<file path="src/verilog/alarm_pkg.sv">
// shared constants and types for the servo alarm manager
package alarm_pkg;
    // alarm and warning codes, 12-bit display value (888 uses three digits)
    localparam logic [11:0] CODE_NONE = 12'h000;
    localparam logic [11:0] CODE_WATCHDOG = 12'h888;
    localparam logic [11:0] CODE_UNDERVOLT = 12'h010;
    localparam int NUM_SRC = 32;
    localparam int NUM_WARN = 13;
    // clearing classes
    typedef enum logic [2:0] {
        CLR_ANY, CLR_POWER_ONLY, CLR_NO_ERR_RESET, CLR_THERMAL, CLR_LOCKOUT, CLR_NEVER
    } clear_class_t;
    // clock and timing
    localparam int CLK_HZ = 10_000_000;
    localparam int CTRL_LOSS_MS = 60;
    localparam int CTRL_LOSS_CYC = CTRL_LOSS_MS * (CLK_HZ / 1000);
    // bus undervoltage thresholds in volts
    localparam logic [9:0] BUS_UV_HIGH_V = 10'h0c8;
    localparam logic [9:0] BUS_UV_LOW_V = 10'h09e;
    // lockout: load history scales a base interval
    localparam int LOCK_BASE_MIN = 30;
    // cycles per load unit; 64-bit math, the plain product overflows an int
    localparam int unsigned LOCK_UNIT_CYC =
        32'(64'(LOCK_BASE_MIN) * 64'h3c * 64'(CLK_HZ) / 64'h100);
    localparam logic [7:0] LOAD_RESET = 8'h00;
    localparam logic [31:0] ZERO32 = 32'h0000_0000;
endpackage : alarm_pkg

</file>
<file path="src/verilog/alarm_clear_if.sv">
// clear request bundle between the manager and its lockout timer
`timescale 1ns/1ps
interface alarm_clear_if;
    logic start;
    logic [7:0] load;
    logic busy;
    modport mgr (output start, output load, input busy);
    modport tmr (input start, input load, output busy);
endinterface : alarm_clear_if

</file>
<file path="src/verilog/lockout_timer.sv">
// cooling lockout timer for the thermal overload alarms
`timescale 1ns/1ps
module lockout_timer
    import alarm_pkg::*;
#(
    parameter int unsigned LOCK_CYC = LOCK_UNIT_CYC
) (
    input wire logic clk_sys,
    input wire logic arst_n,
    input wire logic clk_en,
    alarm_clear_if.tmr clr
);
    logic [39:0] count_q;

    // interval grows with the load seen before the alarm
    always_ff @(posedge clk_sys or negedge arst_n) begin
        if (!arst_n) begin
            count_q <= 40'h00_0000_0000;
        end else if (clk_en) begin
            if (clr.start) begin
                count_q <= 40'(LOCK_CYC) * (40'(clr.load) + 40'h00_0000_0001);
            end else if (count_q != 40'h00_0000_0000) begin
                count_q <= count_q - 40'h00_0000_0001;
            end
        end
    end

    assign clr.busy = (count_q != 40'h00_0000_0000);
endmodule : lockout_timer

</file>
<file path="src/verilog/servo_alarm_manager.sv">
// alarm latch, clearing policy and display for the servo driver
// Summary of operation
// - any active alarm drives the trouble output off until the alarm is cleared.
// - any alarm engages the dynamic brake and shows the alarm code on the display.
// - codes 10,24,31,33,35,36,52,8A,8E clear by power cycle, error reset or CPU reset.
// - codes 12,13,15,16,17,19,1A,20,25,32,37,47 clear only by power cycle.
// - code 34 clears by power cycle or CPU reset; error reset clears it only while comm_ok is high.
// - alarms 30,50,51 reject controller clears until a load-derived lockout ends.
// - warning codes are reported as a separate class on the same display.
// - alarm 10 rises on 60 ms control power loss or bus voltage at or below threshold.
`timescale 1ns/1ps
module servo_alarm_manager
    import alarm_pkg::*;
#(
    parameter int unsigned CTRL_LOSS_LIMIT = CTRL_LOSS_CYC,
    parameter int unsigned LOCK_CYC = LOCK_UNIT_CYC
) (
    input wire logic clk_sys,
    input wire logic arst_n,
    input wire logic clk_en,
    input wire logic [NUM_SRC-1:0] fault_in,
    input wire logic [NUM_WARN-1:0] warn_in,
    input wire logic ctrl_power_ok,
    input wire logic [9:0] bus_volt,
    input wire logic low_volt_variant,
    input wire logic [7:0] load_level,
    input wire logic watchdog_fault,
    input wire logic err_reset_cmd,
    input wire logic cpu_reset_cmd,
    input wire logic comm_ok,
    output logic trouble_output,
    output logic dyn_brake,
    output logic alarm_active,
    output logic warn_active,
    output logic [11:0] display_code
);
    // source table: index to display code and clearing class
    localparam logic [7:0] ALARM_CODES [NUM_SRC] = '{
        8'h10, 8'h12, 8'h13, 8'h15, 8'h16, 8'h17, 8'h19, 8'h1a,
        8'h20, 8'h24, 8'h25, 8'h30, 8'h31, 8'h32, 8'h33, 8'h34,
        8'h35, 8'h36, 8'h37, 8'h45, 8'h46, 8'h47, 8'h50, 8'h51,
        8'h52, 8'h8a, 8'h8e, 8'h00, 8'h00, 8'h00, 8'h00, 8'h00
    };
    localparam logic [7:0] WARN_CODES [NUM_WARN] = '{
        8'h92, 8'h96, 8'h9f, 8'he0, 8'he1, 8'he3, 8'he4,
        8'he6, 8'he7, 8'he8, 8'he9, 8'hec, 8'hed
    };

    function automatic clear_class_t class_of(input logic [7:0] code);
        unique case (code)
            8'h10, 8'h24, 8'h31, 8'h33, 8'h35, 8'h36, 8'h52, 8'h8a, 8'h8e:
                class_of = CLR_ANY;
            8'h34: class_of = CLR_NO_ERR_RESET;
            8'h45, 8'h46: class_of = CLR_THERMAL;
            8'h30, 8'h50, 8'h51: class_of = CLR_LOCKOUT;
            8'h00: class_of = CLR_NEVER;
            default: class_of = CLR_POWER_ONLY;
        endcase
    endfunction : class_of

    // fault, warning, bus voltage and the three status pins pass two flip-flops first; load and command pins do not
    logic [NUM_SRC-1:0] fault_m_q, fault_s_q;
    logic [NUM_WARN-1:0] warn_m_q, warn_s_q;
    logic [2:0] misc_m_q, misc_s_q;
    logic [9:0] volt_m_q, volt_s_q;
    always_ff @(posedge clk_sys or negedge arst_n) begin
        if (!arst_n) begin
            fault_m_q <= '0;
            fault_s_q <= '0;
            warn_m_q <= '0;
            warn_s_q <= '0;
            misc_m_q <= 3'h1;
            misc_s_q <= 3'h1;
            volt_m_q <= 10'h3ff;
            volt_s_q <= 10'h3ff;
        end else if (clk_en) begin
            fault_m_q <= fault_in;
            fault_s_q <= fault_m_q;
            warn_m_q <= warn_in;
            warn_s_q <= warn_m_q;
            misc_m_q <= {watchdog_fault, low_volt_variant, ctrl_power_ok};
            misc_s_q <= misc_m_q;
            volt_m_q <= bus_volt;
            volt_s_q <= volt_m_q;
        end
    end

    // undervoltage detection
    logic [31:0] loss_cnt_q;
    logic undervolt;
    logic [9:0] uv_limit;
    assign uv_limit = misc_s_q[1] ? BUS_UV_LOW_V : BUS_UV_HIGH_V;
    always_ff @(posedge clk_sys or negedge arst_n) begin
        if (!arst_n) begin
            loss_cnt_q <= ZERO32;
        end else if (clk_en) begin
            if (misc_s_q[0]) begin
                loss_cnt_q <= ZERO32;
            end else if (loss_cnt_q < CTRL_LOSS_LIMIT) begin
                loss_cnt_q <= loss_cnt_q + 32'h0000_0001;
            end
        end
    end
    assign undervolt = (loss_cnt_q >= CTRL_LOSS_LIMIT) || (volt_s_q <= uv_limit);

    // load history seen before the alarm, for the lockout length
    logic [7:0] load_q;
    always_ff @(posedge clk_sys or negedge arst_n) begin
        if (!arst_n) begin
            load_q <= LOAD_RESET;
        end else if (clk_en && !alarm_active) begin
            load_q <= (load_level > load_q) ? load_level : load_q - {7'h00, |load_q};
        end
    end

    // lockout timer shared by alarms 30, 50, 51
    alarm_clear_if clr_bus ();
    lockout_timer #(.LOCK_CYC(LOCK_CYC)) u_lock (
        .clk_sys(clk_sys),
        .arst_n(arst_n),
        .clk_en(clk_en),
        .clr(clr_bus.tmr)
    );

    // latched alarms; power cycle is arst_n, a fault still present relatches after it
    logic [NUM_SRC-1:0] latch_q;
    logic [NUM_SRC-1:0] raw;
    logic [NUM_SRC-1:0] clear_mask;
    logic any_new_lock;
    logic wdog_q;
    always_comb begin
        raw = fault_s_q;
        raw[0] = fault_s_q[0] | undervolt;
        any_new_lock = 1'b0;
        clear_mask = '0;
        for (int i = 0; i < NUM_SRC; i++) begin
            if (raw[i] && !latch_q[i] && class_of(ALARM_CODES[i]) == CLR_LOCKOUT) begin
                any_new_lock = 1'b1;
            end
            unique case (class_of(ALARM_CODES[i]))
                CLR_ANY: clear_mask[i] = err_reset_cmd | cpu_reset_cmd;
                CLR_NO_ERR_RESET:
                    clear_mask[i] = cpu_reset_cmd | (err_reset_cmd & comm_ok);
                CLR_THERMAL: clear_mask[i] = err_reset_cmd | cpu_reset_cmd;
                CLR_LOCKOUT:
                    clear_mask[i] = (err_reset_cmd | cpu_reset_cmd) & !clr_bus.busy;
                CLR_POWER_ONLY: clear_mask[i] = 1'b0;
                CLR_NEVER: clear_mask[i] = 1'b0;
            endcase
        end
    end
    assign clr_bus.start = clk_en & any_new_lock;
    assign clr_bus.load = load_q;

    // a fault still present sets again, so set wins over clear
    always_ff @(posedge clk_sys or negedge arst_n) begin
        if (!arst_n) begin
            latch_q <= '0;
        end else if (clk_en) begin
            latch_q <= (latch_q & ~clear_mask) | raw;
        end
    end

    // watchdog: sticky against error reset and CPU reset, cleared only by power cycle
    logic wdog_seen_q;
    always_ff @(posedge clk_sys or negedge arst_n) begin
        if (!arst_n) begin
            wdog_q <= 1'b0;
            wdog_seen_q <= 1'b0;
        end else if (clk_en) begin
            wdog_seen_q <= misc_s_q[2];
            if (wdog_seen_q) begin
                wdog_q <= 1'b1;
            end
        end
    end

    // watchdog wins the display, then lowest-index alarm, then lowest warning
    logic [11:0] code_d;
    logic any_alarm, any_warn;
    always_comb begin
        code_d = CODE_NONE;
        any_alarm = wdog_q | (|latch_q);
        any_warn = |warn_s_q;
        for (int i = NUM_WARN - 1; i >= 0; i--) begin
            if (warn_s_q[i]) begin
                code_d = {4'h0, WARN_CODES[i]};
            end
        end
        for (int i = NUM_SRC - 1; i >= 0; i--) begin
            if (latch_q[i]) begin
                code_d = {4'h0, ALARM_CODES[i]};
            end
        end
        if (wdog_q) begin
            code_d = CODE_WATCHDOG;
        end
    end

    // outputs from flip-flops; trouble output is high when healthy
    always_ff @(posedge clk_sys or negedge arst_n) begin
        if (!arst_n) begin
            trouble_output <= 1'b1;
            dyn_brake <= 1'b0;
            alarm_active <= 1'b0;
            warn_active <= 1'b0;
            display_code <= CODE_NONE;
        end else if (clk_en) begin
            trouble_output <= !any_alarm;
            dyn_brake <= any_alarm;
            alarm_active <= any_alarm;
            warn_active <= any_warn & !any_alarm;
            display_code <= code_d;
        end
    end
endmodule : servo_alarm_manager

</file>
<file path="config.mk">
export PLATFORM = sky130hd
export DESIGN_NAME = servo_alarm_manager
export DESIGN_NICKNAME = d
export VERILOG_FILES = /design/src/verilog/alarm_pkg.sv /design/src/verilog/alarm_clear_if.sv /design/src/verilog/lockout_timer.sv /design/src/verilog/servo_alarm_manager.sv
export SDC_FILE = /design/constraint.sdc
export NUM_CORES = 1
export LEC_CHECK = 0
export ABC_AREA = 1
export ABC_CLOCK_PERIOD_IN_PS = 5900
export BUFFER_PORTS_ARGS = -buffer_cell sky130_fd_sc_hd__buf_2
export CORE_MARGIN = 2
export CORE_UTILIZATION = 62
export DETAILED_ROUTE_END_ITERATION = 6
export PLACE_DENSITY = 0.81
export RECOVER_POWER = 50
export SETUP_SLACK_MARGIN = 0.2
export SYNTH_ARGS = -nofsm -noshare
export SYNTH_HDL_FRONTEND = slang
export SYNTH_SLANG_ARGS = --single-unit
export TNS_END_PERCENT = 20
</file>
<file path="constraint.sdc">
create_clock -name clk_sys -period 5.9 [get_ports clk_sys]
set_clock_uncertainty 0.15 [all_clocks]
set_input_delay 0.295 -clock clk_sys [delete_from_list [all_inputs] [get_ports clk_sys]]
set_output_delay 0.295 -clock clk_sys [all_outputs]
set_load 0.01 [all_outputs]
</file>
==> summary.txt <==
Flow run
  • Maxcap violations: 3

Die
  • Core ar.: between 20000 and 25000 um^2
  • Starting Density: 0.6292
  • Die Span Y: 157.9 um
  • Row cnt: 56
  • IO Count: 88
  • Die area: between 20000 and 25000 um^2
  • Die W: 157.9 um

Synth
  • Sequential area share after synthesis: 0.4145
  • Synth Flop Type: dfrtp_1
  • Async S/R FF share, synth: 1.000
  • Syn Inst Count: 1801
  • Yosys cell types: just over 60
  • #FFs+latches synth: 242
  • Syn Area/Cell: 8.151 um^2
  • Post-synth EDFFs: 0
  • Synth Cell Area: ~15000 um^2
  • Synth Warn #: 0

Detailed routing
  • Final ANT Viol Nets: 0
  • First-pass DRT Iterations: 5
  • DR WL/cell: 15.56 um
  • Number of DRC markers in iteration 0: 960
  • Drt total wl: 35560 um
  • Via Count: ~13000
  • Vias per std cell: 5.480
  • DR DRC count: 0

Final layout
  • Register Area: 6086 um^2
  • Diode count: 0
  • # fillers: roughly 1700
  • Multi-input logic area: 7415 um^2
  • Layout area overhead: 15.90%
  • Nets: 2153
  • Commonest non-fill, non-tap cell in the layout: nand2_1
  • Share of cells above drive strength 1: 0.1119
  • Non-Filler Instances: 2285
  • Most frequent cells in the layout: 455 x nand2_1, 257 x inv_1, 218 x dfrtp_1, 142 x nor2_1, 136 x o21ai_0

Pwr
  • Sw Ratio: 0.4256
  • P_leak: 8.383 nW
  • IR drop worst, VDD: ~0.34 mV
  • Cell Int Power: 4.247 mW
  • Comb power frac: 0.499
  • Power share of the sequential group: 0.276
  • PwrDens: 434.5 nW/um^2
  • Final total power: approximately 7.4 mW
  • Clock power frac: 0.225
  • Net switching power: roughly 3.1 mW

Worst setup path
  • CP startpoint kind: flop
  • Crit path kind: reg -> reg
  • Crit path from: clr_bus.load[2]
  • Slowest stage delay, CP: between 500 and 600 ps
  • CP Max Fanout: 7
  • CP endpoint kind: flop
  • Most frequent CP cell: nand2_1
  • Arrival time at the worst endpoint: 5720 ps
  • R2r worst-path depth: 28
  • Slowest cell on crit path: fa_1
  • Reg2Reg Launch Point: clr_bus.load[2]
  • Terminus of the critical flop-to-flop path: u_lock.count_q[32]
  • Req. time, crit path: 6180 ps
  • R2R Setup Slk: approximately 470 ps

Timing
  • Final Hold Vio Count: 0
  • Fmax: 0.1840 GHz
  • Count of final max-slew check failures: about 320
  • Setup TNS: 0 ps
  • Setup violators final: 0
  • Min cycle time layout: 5435 ps
  • Rel. slew slack: -1.927
  • Tcrit/Tclk final: 0.9212
  • Worst Tran Pin Value: 4390 ps
  • RSZ-0062 raised after global routing: yes

Min path
  • Cells on Worst Hold Path: 3
  • Critical hold path startpoint: clk_en
  • Hold crit path type: in -> reg
  • Hold path endpoint: fault_m_q[10]

CTS
  • Root Buffer: clkbuf_16
  • Clk buf depth: 3
  • Worst-Skew Late Latency: 550 ps
  • CTS Buf Count: 25
  • Clock net sink count: 242
  • Number of H-tree levels: 1
  • Register clock-pin slew on the reported worst setup and hold paths: ~70 ps
  • CTS tree: done

Global routing
  • Vias in the first global route: 12140
  • Antenna violations before repair: 0
  • Gr usage total: 0.2923
  • First-pass GRT wire length: 58550 um
  • Largest net degree at the start of global routing: 144
  • Gr ovfl total: 0

Placement
  • # port buffers: 84
  • Placed cells: ~2200
  • Placed wire-length estimate: roughly 24000 um
  • Final estimated routing congestion in global placement: between 0.9 and 1

Status
  • Outcome: complete, but fails checks
  • Violated checks: capacitance limit, slew limit
## flip-flops by register name (all words and copies together) (netlist names), 10 cells and up
signal          count
u_lock.count_q     40
fault_m_q          32
fault_s_q          32
latch_q            32
loss_cnt_q         32
warn_m_q           13
warn_s_q           13
volt_m_q           10
volt_s_q           10
## per-layer routing
metal	GRT usage	routed length [um]	up-vias
met2	0.4901	17310	378
met5	0	0	-
met3	0.04051	1821	74
li1	-	-	6102
met1	0.3973	15550	5968
met4	0.08788	876	0
## cell type report
class / instances / area share
Clock inverter: 6 / 0.004265
Sequential cell: 242 / 0.3577
Multi-Input combinational cell: 1239 / 0.4358
Timing Repair Buffer: 171 / 0.07228
Tap cell: 319 / 0.02346
Clock buffer: 40 / 0.04736
Inverter: 268 / 0.05920
## logic make-up after synthesis
kind of cell,after synthesis,synth area share
flops,242,0.4145
simple gates,754,0.2266
other cells,1,0.0002554
buf+inv,322,0.08378
fa+ha+maj,134,0.1290
xor+xnor,46,0.02744
compound gates,302,0.1184
## power groups by stage
stage | registers, mW | clock network, mW | logic (mW)
floorplan | 2.02 | 0 | 2.64
global placement | 2.05 | 0 | 3.40
detailed placement | 2.06 | 0 | 3.49
CTS | 2.03 | 1.68 | 3.57
global route | 2.06 | 1.76 | 4.16
finish | 2.04 | 1.66 | 3.69
## critical path: cells and delay by family, from the launching register on
kind	cells	cell delay [ps]
buffers and inverters	4	370
adders and majority gates	5	1840
and+or+nand+nor	11	1000
DFF	1	450
xor gates and xnor gates	1	230
AOI/OAI and AO/OA	7	1260
## synth_stat cells, types with 6 or more instances
cell type / n / area, um^2
nor3_2: 6 / 60.06
inv_1: 258 / 968.4
a21oi_1: 69 / 345.3
o211ai_1: 20 / 150.1
nor2_2: 6 / 37.54
nor3_1: 18 / 90.09
nor4_1: 10 / 62.56
o21bai_1: 12 / 90.09
clkbuf_1: 41 / 153.9
dfrtp_1: 219 / 5480
xnor2_1: 11 / 96.34
buf_1: 6 / 22.52
a31oi_1: 9 / 56.30
nor2_1: 143 / 536.8
xor2_1: 35 / 306.5
o21ai_0: 137 / 685.7
o22ai_1: 16 / 100.1
nand3_1: 54 / 270.3
nand4_1: 20 / 125.1
nand2_1: 455 / 1708
ha_1: 105 / 1314
nand2_2: 9 / 56.30
dfstp_2: 23 / 604.3
fa_1: 29 / 580.6
inv_2: 8 / 30.03
## stage by stage
stage               hold slack [ps]  cell area, um^2  setup WS (ps)  utilization
finish                        113.6            17020          465.0       0.7292
global route                  125.4            17020          116.0       0.7292
CTS                           83.05            16980          260.2       0.7279
detailed placement            304.2            15410          284.5       0.6607
global placement              300.9            15410          430.9       0.6607
floorplan                    -150.6            14690          642.9            -
## what timing repair did
item                                   4_1_cts  5_1_grt
gates resized for setup                      0       11
setup buffers                                0        5
hold buffers                                69        0
endpoints found under the hold margin      187        0
setup endpoints to repair                    0       13
## worst max-delay path by stage
stage / end / slack, ps / cells past startpoint
6_report: u_lock.count_q[32] / 470 / 28
5_1_grt: u_lock.count_q[32] / 120 / 24
4_1_cts: u_lock.count_q[29] / 260 / 27
3_5_place_dp: u_lock.count_q[29] / 280 / 27
3_3_place_gp: u_lock.count_q[29] / 430 / 27
2_1_floorplan: u_lock.count_q[29] / 640 / 27
(Power assumes the default switching activity.)
